## src/rtl/asfb_pkg.sv

```systemverilog
package asfb_pkg;
  // signal words: signed, 100 % = 16'h1000, so +-200 % fits with headroom
  localparam int SIG_W = 16;
  localparam logic signed [15:0] FULL_SCALE = 16'sh1000;
  localparam logic signed [15:0] DOUBLE_SCALE = 16'sh2000;

  // register offsets
  localparam logic [7:0] OFS_IDX_SEL = 8'h00;
  localparam logic [7:0] OFS_VAL_ENTRY = 8'h01;
  localparam logic [7:0] OFS_SEL_WORD = 8'h02;
  localparam logic [7:0] OFS_MODE = 8'h03;
  localparam logic [7:0] OFS_C1_UPPER = 8'h04;
  localparam logic [7:0] OFS_C1_LOWER = 8'h05;
  localparam logic [7:0] OFS_C1_MON = 8'h06;
  localparam logic [7:0] OFS_C2_UPPER = 8'h08;
  localparam logic [7:0] OFS_C2_LOWER = 8'h09;
  localparam logic [7:0] OFS_C2_MON = 8'h0a;
  localparam logic [7:0] OFS_LAG_TC = 8'h0c;
  localparam logic [7:0] OFS_LAG_MON = 8'h0d;
  localparam logic [7:0] OFS_MAG_MON = 8'h0e;
  localparam logic [7:0] OFS_ADD_BASE = 8'h10;
  localparam logic [7:0] OFS_ROUTED = 8'h18;
  localparam logic [7:0] OFS_SAVE = 8'h19;
  localparam logic [7:0] OFS_FIX_OUT = 8'h1a;

  // field positions
  localparam int MODE_PIN_BIT = 0;
  localparam int SEL_W = 5;
  localparam int IDX_W = 4;
  localparam int NUM_SETPOINTS = 15;

  // reset values
  localparam logic signed [15:0] RST_UPPER = 16'sh1000;
  localparam logic signed [15:0] RST_LOWER = -16'sh1000;
  localparam logic [12:0] RST_TC = 13'h07d0;
  localparam logic [12:0] TC_MIN = 13'h0001;
  localparam logic [12:0] TC_MAX = 13'h1388;
  localparam int TC_W = 13;

  // timing: one lag step per sample period, which equals one time-constant unit (0.01 s)
  localparam int CLK_HZ = 20_000_000;
  localparam int SAMPLE_MS = 10;
  localparam int SAMPLE_CYCLES = CLK_HZ / 1000 * SAMPLE_MS;
  localparam int FRAC_W = 16;
  localparam int DIV_STEPS = 33;

  function automatic logic signed [15:0] asfb_sat(input logic signed [17:0] v, input logic signed [15:0] lim);
    logic signed [17:0] l;
    l = 18'(lim);
    if (v > l) return lim;
    if (v < -l) return -lim;
    return v[15:0];
  endfunction : asfb_sat
endpackage : asfb_pkg

```

## src/rtl/asfb_lag_if.sv

```systemverilog
`timescale 1ns/1ns
interface asfb_lag_if;
  import asfb_pkg::*;
  logic tick;
  logic signed [SIG_W-1:0] x;
  logic [TC_W-1:0] tconst;
  logic signed [SIG_W-1:0] y;
  modport ctl (output tick, output x, output tconst, input y);
  modport lag (input tick, input x, input tconst, output y);
endinterface : asfb_lag_if

```

## src/rtl/asfb_lag.sv

```systemverilog
`timescale 1ns/1ns
module asfb_lag
  import asfb_pkg::*;
(
  input wire logic clk,
  input wire logic rst,
  asfb_lag_if.lag lif
);
  typedef enum logic [1:0] {LAG_IDLE = 2'b01, LAG_DIV = 2'b10} asfb_lag_e;
  asfb_lag_e state_q;
  // y kept with fraction bits so long time constants still creep forward
  logic signed [31:0] acc_q;
  logic [32:0] num_q;
  logic [13:0] rem_q;
  logic [5:0] cnt_q;
  logic neg_q;
  // divisor latched at the tick so a time-constant write mid-division cannot corrupt the step
  logic [TC_W-1:0] div_q;
  logic signed [16:0] diff;
  logic [16:0] mag;
  logic [13:0] trial;
  logic qbit;
  logic signed [31:0] delta;

  // the part-select drops the sign, so it is restored before widening
  assign diff = 17'(lif.x) - 17'($signed(acc_q[31:FRAC_W]));
  assign mag = diff[16] ? 17'(-diff) : diff;
  assign trial = {rem_q[12:0], num_q[32]};
  assign qbit = trial >= 14'(div_q);
  assign delta = neg_q ? -$signed(num_q[31:0]) : $signed(num_q[31:0]);
  assign lif.y = acc_q[31:FRAC_W];

  // y += (x - y) * Ts / T, gain one; the quotient is formed by shift-subtract
  always_ff @(posedge clk or posedge rst) begin
    if (rst) begin
      state_q <= LAG_IDLE;
      acc_q <= 32'sh0;
      num_q <= 33'h0;
      rem_q <= 14'h0;
      cnt_q <= 6'h0;
      neg_q <= 1'b0;
      div_q <= RST_TC;
    end else begin
      case (state_q)
        LAG_IDLE: begin
          if (lif.tick) begin
            num_q <= {mag[16:0], 16'h0}; // RQ19
            neg_q <= diff[16];
            div_q <= lif.tconst;
            rem_q <= 14'h0;
            cnt_q <= 6'(DIV_STEPS);
            state_q <= LAG_DIV;
          end
        end
        LAG_DIV: begin
          if (cnt_q == 6'h0) begin
            acc_q <= acc_q + delta; // RQ12 RQ13 RQ19
            state_q <= LAG_IDLE;
          end else begin
            rem_q <= qbit ? trial - 14'(div_q) : trial;
            num_q <= {num_q[31:0], qbit};
            cnt_q <= cnt_q - 6'h1;
          end
        end
        default: state_q <= LAG_IDLE;
      endcase
    end
  end
endmodule : asfb_lag

```

## src/rtl/asfb_top.sv

```systemverilog
// Functional notes
// [RQ1] fifteen stored setpoints, any one selectable onto the setpoint output
// [RQ2] selector zero or above fifteen passes the free analog input through
// [RQ3] software writes the index first, then the value
// [RQ4] stored setpoints are clamped to -100 % .. +100 %
// [RQ5] selector comes from register or synchronised digital pins, always one source
// [RQ6] magnitude output is the absolute value of its input; an input of 16'sh8000 gives 16'sh7fff
// [RQ7] two independent clamps, each with upper, lower and monitor
// [RQ8] input above upper bound outputs the upper bound
// [RQ9] input below lower bound outputs lower bound, else passes input
// [RQ10] software keeps upper above lower; defaults +100 % and -100 %
// [RQ11] input monitors of magnitude, clamp and lag are read only
// [RQ12] lag is first order, unity gain, time constant 0.01 s to 50 s
// [RQ13] lag gain fixed at one so constant input settles to itself
// [RQ14] two adders with three signed inputs each
// [RQ15] each adder adds its first and second inputs
// [RQ16] third input subtracted, result saturated to +-200 %
// [RQ17] unrouted adder input uses its constant; routed input makes it display only
// [RQ18] save command pulses so the constants can go to non-volatile storage
// [RQ19] lag steps once per sample period with saturating fixed point
//
// Our own choices: the plain strobed port and the register offsets.
`timescale 1ns/1ns
module asfb_top
  import asfb_pkg::*;
#(
  parameter int SAMPLE_PERIOD_CYCLES = SAMPLE_CYCLES
)
(
  input wire logic CLK_IN,
  input wire logic RST_IN,
  input wire logic [7:0] ADDR_IN,
  input wire logic [15:0] WDATA_IN,
  input wire logic WR_IN,
  input wire logic RD_IN,
  output logic [15:0] RDATA_OUT,
  input wire logic [IDX_W-1:0] SEL_PINS_IN,
  input wire logic signed [15:0] FREE_ANALOG_IN,
  input wire logic signed [15:0] MAG_IN,
  input wire logic signed [15:0] CLAMP1_IN,
  input wire logic signed [15:0] CLAMP2_IN,
  input wire logic signed [15:0] LAG_IN,
  input wire logic [6*16-1:0] ADD_IN,
  input wire logic [5:0] ADD_ROUTED_IN,
  output logic signed [15:0] FIXSP_OUT,
  output logic signed [15:0] MAG_OUT,
  output logic signed [15:0] CLAMP1_OUT,
  output logic signed [15:0] CLAMP2_OUT,
  output logic signed [15:0] LAG_OUT,
  output logic signed [15:0] ADD1_OUT,
  output logic signed [15:0] ADD2_OUT,
  output logic SAVE_OUT
);
  // ---------------- bus decode ----------------
  logic signed [15:0] wdata_s;
  logic wr_idx, wr_val, wr_sel, wr_mode, wr_tc, wr_save;
  logic wr_c1u, wr_c1l, wr_c2u, wr_c2l;
  logic [5:0] wr_add;

  assign wdata_s = $signed(WDATA_IN);
  assign wr_idx = WR_IN && ADDR_IN == OFS_IDX_SEL;
  assign wr_val = WR_IN && ADDR_IN == OFS_VAL_ENTRY;
  assign wr_sel = WR_IN && ADDR_IN == OFS_SEL_WORD;
  assign wr_mode = WR_IN && ADDR_IN == OFS_MODE;
  assign wr_c1u = WR_IN && ADDR_IN == OFS_C1_UPPER;
  assign wr_c1l = WR_IN && ADDR_IN == OFS_C1_LOWER;
  assign wr_c2u = WR_IN && ADDR_IN == OFS_C2_UPPER;
  assign wr_c2l = WR_IN && ADDR_IN == OFS_C2_LOWER;
  assign wr_tc = WR_IN && ADDR_IN == OFS_LAG_TC;
  assign wr_save = WR_IN && ADDR_IN == OFS_SAVE;

  // ---------------- fixed setpoints ----------------
  logic [IDX_W-1:0] idx_q;
  logic [SEL_W-1:0] sel_reg_q;
  logic pin_mode_q;
  logic signed [15:0] sp_q [1:NUM_SETPOINTS];
  logic signed [15:0] sp_entry;
  logic [IDX_W-1:0] pin_s1_q, pin_s2_q, pin_s3_q, pin_stable_q;
  logic [SEL_W-1:0] sel_eff;
  logic sel_hit;
  logic signed [15:0] fix_d;
  logic signed [15:0] idx_read;

  always_ff @(posedge CLK_IN or posedge RST_IN) begin
    if (RST_IN) begin
      idx_q <= 4'h0;
      sel_reg_q <= 5'h00;
      pin_mode_q <= 1'b0;
    end else begin
      if (wr_idx) idx_q <= WDATA_IN[IDX_W-1:0]; // RQ3
      if (wr_sel) sel_reg_q <= WDATA_IN[SEL_W-1:0]; // RQ5
      if (wr_mode) pin_mode_q <= WDATA_IN[MODE_PIN_BIT];
    end
  end

  // pins are asynchronous: a new level counts once the 2nd and 3rd stage agree
  always_ff @(posedge CLK_IN or posedge RST_IN) begin
    if (RST_IN) begin
      pin_s1_q <= 4'h0;
      pin_s2_q <= 4'h0;
      pin_s3_q <= 4'h0;
      pin_stable_q <= 4'h0;
    end else begin
      pin_s1_q <= SEL_PINS_IN;
      pin_s2_q <= pin_s1_q;
      pin_s3_q <= pin_s2_q;
      if (pin_s2_q == pin_s3_q) pin_stable_q <= pin_s3_q; // RQ5
    end
  end

  // value entry is clamped to +-100 %; an index of zero stores nothing
  assign sp_entry = asfb_sat(18'(wdata_s), FULL_SCALE); // RQ4

  generate
    for (genvar i = 1; i <= NUM_SETPOINTS; i++) begin : g_sp
      always_ff @(posedge CLK_IN or posedge RST_IN) begin
        if (RST_IN) begin
          sp_q[i] <= 16'sh0;
        end else if (wr_val && idx_q == IDX_W'(i)) begin
          sp_q[i] <= sp_entry; // RQ1 RQ3
        end
      end
    end
  endgenerate

  assign sel_eff = pin_mode_q ? {1'b0, pin_stable_q} : sel_reg_q; // RQ5
  assign sel_hit = sel_eff != 5'h00 && sel_eff <= 5'(NUM_SETPOINTS);
  assign fix_d = sel_hit ? sp_q[sel_eff[IDX_W-1:0]] : FREE_ANALOG_IN; // RQ1 RQ2
  assign idx_read = idx_q == 4'h0 ? 16'sh0 : sp_q[idx_q];

  // ---------------- magnitude ----------------
  logic signed [15:0] mag_d;
  // the most negative word has no positive twin, so it saturates
  assign mag_d = MAG_IN == 16'sh8000 ? 16'sh7fff : (MAG_IN[15] ? -MAG_IN : MAG_IN); // RQ6

  // ---------------- clamps ----------------
  logic signed [15:0] c1_up_q, c1_lo_q, c2_up_q, c2_lo_q;
  logic signed [15:0] bound_entry;
  logic signed [15:0] c1_d, c2_d;

  assign bound_entry = asfb_sat(18'(wdata_s), DOUBLE_SCALE);

  always_ff @(posedge CLK_IN or posedge RST_IN) begin
    if (RST_IN) begin
      c1_up_q <= RST_UPPER; // RQ10
      c1_lo_q <= RST_LOWER;
      c2_up_q <= RST_UPPER;
      c2_lo_q <= RST_LOWER;
    end else begin
      if (wr_c1u) c1_up_q <= bound_entry; // RQ7
      if (wr_c1l) c1_lo_q <= bound_entry;
      if (wr_c2u) c2_up_q <= bound_entry;
      if (wr_c2l) c2_lo_q <= bound_entry;
    end
  end

  // upper is tested first; with bounds swapped by software, inputs above the upper get the upper, all others the lower
  assign c1_d = CLAMP1_IN > c1_up_q ? c1_up_q : (CLAMP1_IN < c1_lo_q ? c1_lo_q : CLAMP1_IN); // RQ8 RQ9
  assign c2_d = CLAMP2_IN > c2_up_q ? c2_up_q : (CLAMP2_IN < c2_lo_q ? c2_lo_q : CLAMP2_IN); // RQ8 RQ9

  // ---------------- lag ----------------
  logic [TC_W-1:0] tc_q;
  logic [TC_W-1:0] tc_entry;
  logic [31:0] div_cnt_q;
  logic tick_q;
  asfb_lag_if lag_bus ();

  assign tc_entry = WDATA_IN < 16'(TC_MIN) ? TC_MIN : (WDATA_IN > 16'(TC_MAX) ? TC_MAX : WDATA_IN[TC_W-1:0]);

  always_ff @(posedge CLK_IN or posedge RST_IN) begin
    if (RST_IN) begin
      tc_q <= RST_TC;
      div_cnt_q <= 32'h0;
      tick_q <= 1'b0;
    end else begin
      if (wr_tc) tc_q <= tc_entry; // RQ12
      tick_q <= div_cnt_q == 32'(SAMPLE_PERIOD_CYCLES - 1); // RQ19
      div_cnt_q <= div_cnt_q == 32'(SAMPLE_PERIOD_CYCLES - 1) ? 32'h0 : div_cnt_q + 32'h1;
    end
  end

  assign lag_bus.tick = tick_q;
  // input limited to +-200 % so the difference never wraps
  assign lag_bus.x = asfb_sat(18'(LAG_IN), DOUBLE_SCALE); // RQ19
  assign lag_bus.tconst = tc_q;

  asfb_lag u_lag (
    .clk(CLK_IN),
    .rst(RST_IN),
    .lif(lag_bus.lag)
  );

  // ---------------- adders ----------------
  logic signed [15:0] add_const_q [0:5];
  logic signed [15:0] add_eff [0:5];
  logic signed [17:0] sum1, sum2;
  logic signed [15:0] add1_d, add2_d;
  logic [2:0] add_rd_idx;

  generate
    for (genvar k = 0; k < 6; k++) begin : g_add
      assign wr_add[k] = WR_IN && ADDR_IN == OFS_ADD_BASE + 8'(k + (k / 3));
      always_ff @(posedge CLK_IN or posedge RST_IN) begin
        if (RST_IN) begin
          add_const_q[k] <= 16'sh0;
        end else if (wr_add[k] && !ADD_ROUTED_IN[k]) begin
          add_const_q[k] <= bound_entry; // RQ17
        end
      end
      assign add_eff[k] = ADD_ROUTED_IN[k] ? $signed(ADD_IN[k*16 +: 16]) : add_const_q[k]; // RQ17
    end
  endgenerate

  assign sum1 = 18'(add_eff[0]) + 18'(add_eff[1]) - 18'(add_eff[2]); // RQ14 RQ15 RQ16
  assign sum2 = 18'(add_eff[3]) + 18'(add_eff[4]) - 18'(add_eff[5]); // RQ14 RQ15 RQ16
  assign add1_d = asfb_sat(sum1, DOUBLE_SCALE); // RQ16
  assign add2_d = asfb_sat(sum2, DOUBLE_SCALE); // RQ16

  // ---------------- outputs ----------------
  always_ff @(posedge CLK_IN or posedge RST_IN) begin
    if (RST_IN) begin
      FIXSP_OUT <= 16'sh0;
      MAG_OUT <= 16'sh0;
      CLAMP1_OUT <= 16'sh0;
      CLAMP2_OUT <= 16'sh0;
      LAG_OUT <= 16'sh0;
      ADD1_OUT <= 16'sh0;
      ADD2_OUT <= 16'sh0;
      SAVE_OUT <= 1'b0;
    end else begin
      FIXSP_OUT <= fix_d;
      MAG_OUT <= mag_d;
      CLAMP1_OUT <= c1_d;
      CLAMP2_OUT <= c2_d;
      LAG_OUT <= lag_bus.y;
      ADD1_OUT <= add1_d;
      ADD2_OUT <= add2_d;
      SAVE_OUT <= wr_save; // RQ18
    end
  end

  // ---------------- read back ----------------
  // monitors have no write decode at all, so writes to them are dropped
  logic [15:0] rd_mux;
  logic rd_add;

  assign rd_add = ADDR_IN >= OFS_ADD_BASE && ADDR_IN < OFS_ROUTED && ADDR_IN[1:0] != 2'b11;
  assign add_rd_idx = 3'(ADDR_IN[2] ? 3 + ADDR_IN[1:0] : ADDR_IN[1:0]);
  assign rd_mux =
    ADDR_IN == OFS_IDX_SEL ? 16'(idx_q) :
    ADDR_IN == OFS_VAL_ENTRY ? idx_read :
    ADDR_IN == OFS_SEL_WORD ? 16'(sel_eff) :
    ADDR_IN == OFS_MODE ? 16'(pin_mode_q) :
    ADDR_IN == OFS_C1_UPPER ? c1_up_q :
    ADDR_IN == OFS_C1_LOWER ? c1_lo_q :
    ADDR_IN == OFS_C1_MON ? CLAMP1_IN : // RQ11
    ADDR_IN == OFS_C2_UPPER ? c2_up_q :
    ADDR_IN == OFS_C2_LOWER ? c2_lo_q :
    ADDR_IN == OFS_C2_MON ? CLAMP2_IN : // RQ11
    ADDR_IN == OFS_LAG_TC ? 16'(tc_q) :
    ADDR_IN == OFS_LAG_MON ? LAG_IN : // RQ11
    ADDR_IN == OFS_MAG_MON ? MAG_IN : // RQ11
    rd_add ? add_eff[add_rd_idx] : // RQ17
    ADDR_IN == OFS_ROUTED ? 16'(ADD_ROUTED_IN) :
    ADDR_IN == OFS_FIX_OUT ? FIXSP_OUT :
    16'h0000;

  // data stands only in the cycle after the read strobe
  always_ff @(posedge CLK_IN or posedge RST_IN) begin
    if (RST_IN) begin
      RDATA_OUT <= 16'h0000;
    end else begin
      RDATA_OUT <= RD_IN ? rd_mux : 16'h0000;
    end
  end
endmodule : asfb_top

```

## config.mk

```make
export PLATFORM = sky130hd
export DESIGN_NAME = asfb_top
export DESIGN_NICKNAME = d
export VERILOG_FILES = /design/src/rtl/asfb_pkg.sv /design/src/rtl/asfb_lag_if.sv /design/src/rtl/asfb_lag.sv /design/src/rtl/asfb_top.sv
export SDC_FILE = /design/constraint.sdc
export NUM_CORES = 2
export LEC_CHECK = 0
export BUFFER_PORTS_ARGS = -buffer_cell sky130_fd_sc_hd__buf_4
export CORE_MARGIN = 2
export CORE_UTILIZATION = 60
export DETAILED_ROUTE_END_ITERATION = 7
export GPL_TIMING_DRIVEN = 1
export HOLD_SLACK_MARGIN = 0.06
export PLACE_DENSITY = 0.85
export RECOVER_POWER = 25
export SYNTH_ARGS = -nofsm -noshare
export SYNTH_HDL_FRONTEND = slang
export SYNTH_SLANG_ARGS = --single-unit
```

## constraint.sdc

```tcl
create_clock -name CLK_IN -period 44.9 [get_ports CLK_IN]
set_input_delay 8.98 -clock CLK_IN [delete_from_list [all_inputs] [get_ports CLK_IN]]
set_output_delay 8.98 -clock CLK_IN [all_outputs]
set_load 0.02 [all_outputs]
```

Word-level counts from Yosys, hierarchy flattened:

Cells that the tools add are included.

* bits of input ports: 214
* logic and storage cells: 285
* register bits after elaboration: 701
* output and inout port bits: 129

* multiplexer cells: 95
* add/sub/neg operators: 13
* bitwise gates (word level): 3
* reductions and logical operators: 55
* order comparisons: 23
* equality and inequality tests: 45

Operator list (number)
* 2-to-1 mux 16 bit: 57
* binary-select mux 16 bit (select 4 bit): 2
* equality test 8 x 5 -> 1 bit, second input constant: 9
* 2-to-1 mux 33 bit: 2
* case mux 33 bit (2 select lines): 1
* 2-to-1 mux 13 bit: 5
* 2-to-1 mux 32 bit: 2
* binary-select mux 16 bit (select 3 bit): 1
* equality test 8 x 4 -> 1 bit, second input constant: 6
* logical AND 1 bit: 40
* greater-than comparator 18 x 15 -> 1 bit, second input constant: 2
* < comparator 18 x 14 -> 1 bit, second input constant: 2
* subtractor 17 x 16 -> 18 bit: 2
* adder 16 x 16 -> 17 bit: 2
* adder 32 x 1 -> 32 bit, second input constant: 1
* adder 32 bit: 1
* equality test 32 x 18 -> 1 bit, second input constant: 1
* equality test 4 bit, second input constant: 8
* greater-than comparator 16 x 15 -> 1 bit, second input constant: 2
* greater-than comparator 16 bit: 2
* < comparator 16 x 14 -> 1 bit, second input constant: 2
* < comparator 16 bit: 2
* negator 32 bit: 1
* case mux 13 bit (2 select lines): 1
* 46 further kinds: 80

Logic depth before layout (Yosys ltp):

* word-level depth: 21
* gate-level depth with buffers: 20
* gate-level depth less buffers: 19

By module:

Synthesis repeated with hierarchy kept, for this count alone.

* cell total of the unflattened synthesis: 4686
* area, all modules: 42304.3 um2

By module, submodules not included
* asfb_top: area each 34433.0 um2, seq. area each 15059.4 um2, cells an instance 3750, times used 1
* asfb_lag: area each 7871.3 um2, seq. area each 2511.2 um2, cells an instance 936, times used 1

Worst setup path after synthesis:

No wires, ideal clock.

* kind: in2reg
* start point: input port ADD_ROUTED_IN[5]
* end point: register ADD2_OUT[12]
* buffers on the path: 3
* path slack: 31747 ps
* setup time: 78 ps
* stages: 16
* data arrival time: 13076 ps
* path through: clkbuf_1 buf_1 mux2_2 fa_1 inv_1 ha_1 and3_1 a22oi_1 a21oi_1 a221o_1 o21a_1 nor2_1 xor2_1 or4_1 clkbuf_1 a21oi_1

* longest elaborated chain between the ends: 7
* elaborated cells on any way between the ends: 10
* those cells by class: 1 x add/sub; 2 x order compare; 7 x mux

Ends and longest elaborated chain
* start: declaration: line asfb_top.sv:44 `input wire logic [5:0] ADD_ROUTED_IN,`
* 2-to-1 mux 16 bit (*): line asfb_top.sv:210 `assign add_eff[k] = ADD_ROUTED_IN[k] ? $signed(ADD_IN[k*16 +: 16]) : add_const_q[k];`
* subtractor 17 x 16 -> 18 bit (*): line asfb_top.sv:215 `assign sum2 = 18'(add_eff[3]) + 18'(add_eff[4]) - 18'(add_eff[5]);`
* < comparator 18 x 14 -> 1 bit: line asfb_pkg.sv:51 `if (v < -l) return -lim;`
* 2-to-1 mux 1 bit (2 in a row): line asfb_pkg.sv:51
* 2-to-1 mux 16 bit: line asfb_pkg.sv:52 `return v[15:0];`
* 2-to-1 mux 16 bit (*): line asfb_pkg.sv:51
* via add2_d[12]: line asfb_top.sv:197 `logic signed [15:0] add1_d, add2_d;`
* end signal: assignment: line asfb_top.sv:228 `ADD2_OUT <= 16'sh0;`
* end signal: assignment: line asfb_top.sv:237 `ADD2_OUT <= add2_d;`
* end: declaration: line asfb_top.sv:51 `output logic signed [15:0] ADD2_OUT,`

Mark *: on every way through the listed nets, which the timed path passes. The rest lies on a longest branch. The select of a mux whose other input is x is not followed.
A chain may end at the register's enable or synchronous reset.

==> results <==
- The pin slew with the least headroom to its limit is 7948 ps.
- VDD sags by at most 0.03366 mV.
- The highest cell delay on the worst timing path is 5750 ps.
- The minimum period implied by the final worst setup slack is 19450 ps.
- The share of the clock period used by the worst path after layout is 0.4331.
- The via count of the first global-routing pass is between 30000 and 40000.
- The average detailed-routed wire length per instance is 24.18 µm.
- Dividing the synthesized area by the synthesized cell count gives roughly 9.0 µm².
- The insertion delay of the later-clocked pin in the worst-skew pair is 640 ps.
- Synthesis produced a netlist whose cell count is 4679.
- The flow ran to the end, but the final reports show violations.
- The clock transition time at the flip-flop clock pins of the worst setup and hold paths is 60 ps.
- The area fraction in and, or, nand and nor cells after synthesis is 0.1665.
- Synthesis inferred 701 register bits.
- The fraction of final layout cells with drive strength greater than 1 is 0.1473.
- Once layout is complete, the utilization of the core stands at 0.6840.
- The remaining number of nets flagged by the antenna check after routing is 0.
- The share of synthesized area spent on multiplexers is 0.08503.
- The fmax is 51.42 MHz.
- For this design, the slowest cell found on the critical path is sky130_fd_sc_hd__clkbuf_1.
- The worst setup path is launched from an input pin.
- The number of placement rows is 97.
- In the routed design, unresolved DRC markers number 1.
- The total power per unit cell area is 33.42 mW/mm².
- The total power after layout is 1.592 mW.
- The xor and xnor fraction of the mapped netlist area is 0.03352.
- In the global route stage, overall resource usage came out at 0.3892.
- The routability congestion estimate is 1.028.
- Of the total synthesized cell area, the portion taken by full adders, half adders and majority gates is 0.06758.
- The post-layout instance area is roughly 0.048 mm².
- The initial standard-cell utilization of the core is 0.6033.
- The number of failing hold endpoints at the final stage was 0.
- The register area share after synthesis is 0.4181.
- The first routing iteration left 5376 violations.
- Buffers added to address setup during post-CTS repair amount to 0.
- The layout has 5466 filler cells.
- The maximum buffer depth of the clock tree is 3.
- The die height is approximately 270 µm.
- The area share of the largest cell type after synthesis is 0.4037.
- Setup repair after global routing left no endpoint under its margin.
- In this run the horizontal extent of the chip is between 200 and 300 µm.
- The min-delay analysis places its worst path in the category flip-flop to flip-flop.
- The final reports fail on design-rule violations, max-capacitance violations, max-slew violations.
- The worst setup path is of the input pin to asynchronous set/reset pin kind.
- The first global-routing pass estimated 212.7 mm of wire.
- The critical register-to-register path startpoint is u_lag.num_q[8].
- In this run the cell area of the synthesized design comes to 0.04203 mm².
- The H-tree generated during clock tree synthesis spans 3 levels.
- The source of the worst hold timing path is pin_s1_q[1].
- TritonCTS built the clock tree.
- Once detailed placement completed, the half-perimeter wirelength came to roughly 100 mm.
- The critical path required time is 43650 ps.
- The total number of yosys warnings is 0.
- Entering global routing, the biggest net connects approximately 160 pins.
- The critical-path maximum fanout is 161.
- Summed over all layers, the global routing overflow is 0.
- After synthesis, the share of flip-flops with an asynchronous set or reset is 1.000.
- For hold timing, the worst endpoint is pin_s2_q[1].
- The leakage power is 21.11 nW.
- After synthesis, the largest family of logic cells by area is compound AO/OA/AOI/OAI gates.
- The total I/O pin count is 343.
- The count of flip-flops with a built-in enable after synthesis is 0.
- The max-slew headroom at the worst pin is -4.299.
- The number of different library cells used by synthesis comes to 84.
- Counting instances, the worst hold path has a depth of 0.
- The worst endpoint data arrival time is 18190 ps.
- Setup violations remaining at the end of the flow were counted as 0.
- The number of cells on the worst reg-to-reg path is 16.
- The total wire length after detailed routing is 142.2 mm.
- The clock root buffer master is sky130_fd_sc_hd__clkbuf_16.
- The type of destination of the critical path is an asynchronous set/reset pin.
- The top cell type by total area after synthesis is sky130_fd_sc_hd__dfrtp_1.
- Hold repair after CTS inserted 0 buffers.
- The number of slew-limit violations in the final report is 423.
- Summed over all failing endpoints, the final setup total negative slack is 0 ps.
- The tool flagged a number of max-cap violations equal to 5.
- The slack of the worst reg-to-reg path is 39720 ps.
- Traced cell by cell, the critical path runs through clkbuf_4 > clkinvlp_2 > clkbuf_1.
- The number of nets in the synthesized netlist is 5099.
- The commonest register cell after synthesis is sky130_fd_sc_hd__dfrtp_1.
- From synthesis to final layout, the design area changed by 13.38%.
- Detailed routing inserted a total of ~38000 vias.
- The number of antenna violations at the first check in global routing is 26.
- The endpoint of the most critical register-to-register path is u_lag.acc_q[30].
- Clock tree synthesis inserted a total of 76 buffers.
- Buffers placed on the I/O ports in this run total 342.
- The synthesized-area fraction occupied by ao, oa, aoi and oai cells is 0.1839.
- The area of the core is 0.06966 mm².
- The number of clock sinks seen by CTS is between 700 and 800.
- On the final layout, the worst clock skew is 24.47 ps.
- The number of gates resized after CTS is 0.
- For this run, the post-layout net count is approximately 5300.
- The minimum hold slack is 341.1 ps.
- The via density per instance is 6.518.
- The die covers around 0.072 mm².
- By area the synthesized netlist is led by sky130_fd_sc_hd__dfrtp_1, sky130_fd_sc_hd__nand2_1, sky130_fd_sc_hd__o21ai_0, sky130_fd_sc_hd__ha_1, sky130_fd_sc_hd__mux4_2.
- The first TritonRoute pass finished after 8 iterations.
- The area after detailed placement is 0.04514 mm².
==> state kept, by name, indices dropped and copies added, names as in the netlist, 6 cells and up <==
register        count
c1_up_q            16
CLAMP1_OUT         16
sp_q              240
FIXSP_OUT          16
ADD1_OUT           16
div_cnt_q          32
u_lag.acc_q        32
add_const_q        96
RDATA_OUT          16
u_lag.rem_q        13
u_lag.num_q        33
c2_up_q            16
MAG_OUT            16
u_lag.div_q        13
ADD2_OUT           16
c2_lo_q            16
u_lag.cnt_q         6
LAG_OUT            16
c1_lo_q            16
lag_bus.tconst     13
CLAMP2_OUT         16
==> through the flow <==
step,cells,setup slack (ps)
global placement,5719,31590
global route,5877,23130
CTS,5856,32190
detailed placement,5719,31560
floorplan,4679,16300
finish,5880,25450
==> Yosys cell counts (16+ instances only) <==
cell / count
sky130_fd_sc_hd__nand2_1: 934
sky130_fd_sc_hd__dfrtp_1: 678
sky130_fd_sc_hd__o21ai_0: 597
sky130_fd_sc_hd__clkbuf_1: 258
sky130_fd_sc_hd__a21oi_1: 229
sky130_fd_sc_hd__inv_1: 211
sky130_fd_sc_hd__nor2_1: 173
sky130_fd_sc_hd__ha_1: 171
sky130_fd_sc_hd__nand3_1: 116
sky130_fd_sc_hd__xnor2_1: 100
sky130_fd_sc_hd__mux2i_1: 96
sky130_fd_sc_hd__mux2_2: 86
sky130_fd_sc_hd__mux4_2: 73
sky130_fd_sc_hd__xor2_1: 59
sky130_fd_sc_hd__nor3_1: 58
sky130_fd_sc_hd__a31oi_1: 57
sky130_fd_sc_hd__and3_1: 56
sky130_fd_sc_hd__a21o_1: 52
sky130_fd_sc_hd__nand4_1: 39
sky130_fd_sc_hd__fa_1: 35
sky130_fd_sc_hd__nor4_1: 35
sky130_fd_sc_hd__a311oi_1: 33
sky130_fd_sc_hd__a211oi_1: 31
sky130_fd_sc_hd__nor2b_1: 29
sky130_fd_sc_hd__or3_1: 29
sky130_fd_sc_hd__o211ai_1: 28
sky130_fd_sc_hd__a22o_1: 26
sky130_fd_sc_hd__o21a_1: 25
sky130_fd_sc_hd__o221ai_1: 24
sky130_fd_sc_hd__dfstp_2: 23
sky130_fd_sc_hd__and2_1: 22
sky130_fd_sc_hd__o2111ai_1: 22
sky130_fd_sc_hd__o22ai_1: 22
sky130_fd_sc_hd__o31ai_1: 20
sky130_fd_sc_hd__buf_1: 18
sky130_fd_sc_hd__nand2b_1: 18
sky130_fd_sc_hd__buf_2: 16
==> worst max-delay path by stage <==
| stage | startpoint | endpoint |
|---|---|---|
| global route | RST_IN | LAG_OUT[3] |
| finish | RST_IN | LAG_OUT[3] |
| floorplan | RST_IN | ADD1_OUT[0] |
| global placement | LAG_IN[0] | u_lag.num_q[28] |
| CTS | LAG_IN[0] | u_lag.num_q[28] |
| detailed placement | LAG_IN[0] | u_lag.num_q[28] |
==> cells by family (layout without fill, tap and decap cells) <==
logic type / count (synthesis) / in the layout
buf+inv: 503 / 740
mux: 255 / 255
other cells: 0 / 24
compound gates: 1281 / 1281
simple gates: 1573 / 1573
xor+xnor: 160 / 160
flops: 701 / 701
fa+ha+maj: 206 / 206
==> critical path, delay by kind of cell <==
family	cells	cell delay [ps]
buffers and inverters	3	8970
==> layer usage <==
| layer | track usage | wire [µm] | up-vias |
|---|---|---|---|
| met1 | 0.5172 | 53680 | 18420 |
| met5 | 0 | 19 | - |
| li1 | - | - | 16990 |
| met2 | 0.5770 | 61960 | 2397 |
| met4 | 0.2180 | 9021 | 4 |
| met3 | 0.1087 | 17510 | 514 |
==> layout make-up <==
| cell class | count | area (µm²) | share of cell area |
|---|---|---|---|
| Inverter | 211 | 793.3 | 0.01665 |
| Sequential cell | 701 | 17580 | 0.3688 |
| Multi-Input combinational cell | 3475 | 22610 | 0.4745 |
| Antenna cell | 24 | 60.06 | 0.001260 |
| Clock buffer | 103 | 2165 | 0.04542 |
| Timing Repair Buffer | 392 | 2905 | 0.06097 |
| Clock inverter | 34 | 366.6 | 0.007693 |
| Tap cell | 940 | 1176 | 0.02468 |
==> layout by cell type, fill, tap and decap left out, types with 24 or more instances in the layout <==
cell / instances
sky130_fd_sc_hd__o221ai_1: 24
sky130_fd_sc_hd__nand2_1: 934
sky130_fd_sc_hd__mux2i_1: 92
sky130_fd_sc_hd__nor4_1: 36
sky130_fd_sc_hd__and3_1: 56
sky130_fd_sc_hd__ha_1: 171
sky130_fd_sc_hd__a22o_1: 26
sky130_fd_sc_hd__nor2b_1: 29
sky130_fd_sc_hd__inv_1: 210
sky130_fd_sc_hd__o211ai_1: 28
sky130_fd_sc_hd__xnor2_1: 100
sky130_fd_sc_hd__mux4_2: 73
sky130_fd_sc_hd__fa_1: 35
sky130_fd_sc_hd__diode_2: 24
sky130_fd_sc_hd__xor2_1: 58
sky130_fd_sc_hd__mux2_2: 85
sky130_fd_sc_hd__buf_4: 361
sky130_fd_sc_hd__a21o_1: 52
sky130_fd_sc_hd__nand3_1: 116
sky130_fd_sc_hd__or3_1: 29
sky130_fd_sc_hd__nand4_1: 39
sky130_fd_sc_hd__a211oi_1: 31
sky130_fd_sc_hd__nor2_1: 172
sky130_fd_sc_hd__o21ai_0: 597
sky130_fd_sc_hd__a31oi_1: 57
sky130_fd_sc_hd__a311oi_1: 33
sky130_fd_sc_hd__clkbuf_16: 77
sky130_fd_sc_hd__a21oi_1: 229
sky130_fd_sc_hd__o21a_1: 25
sky130_fd_sc_hd__dfrtp_1: 676
sky130_fd_sc_hd__nor3_1: 58
==> report_power, final <==
group          switching [mW]  internal [mW]  total (mW)
logic                   0.180          0.103       0.283
registers              0.0186          0.650       0.669
clock network           0.271          0.370       0.641
total                   0.470           1.12        1.59
(Power assumes the default switching activity.)
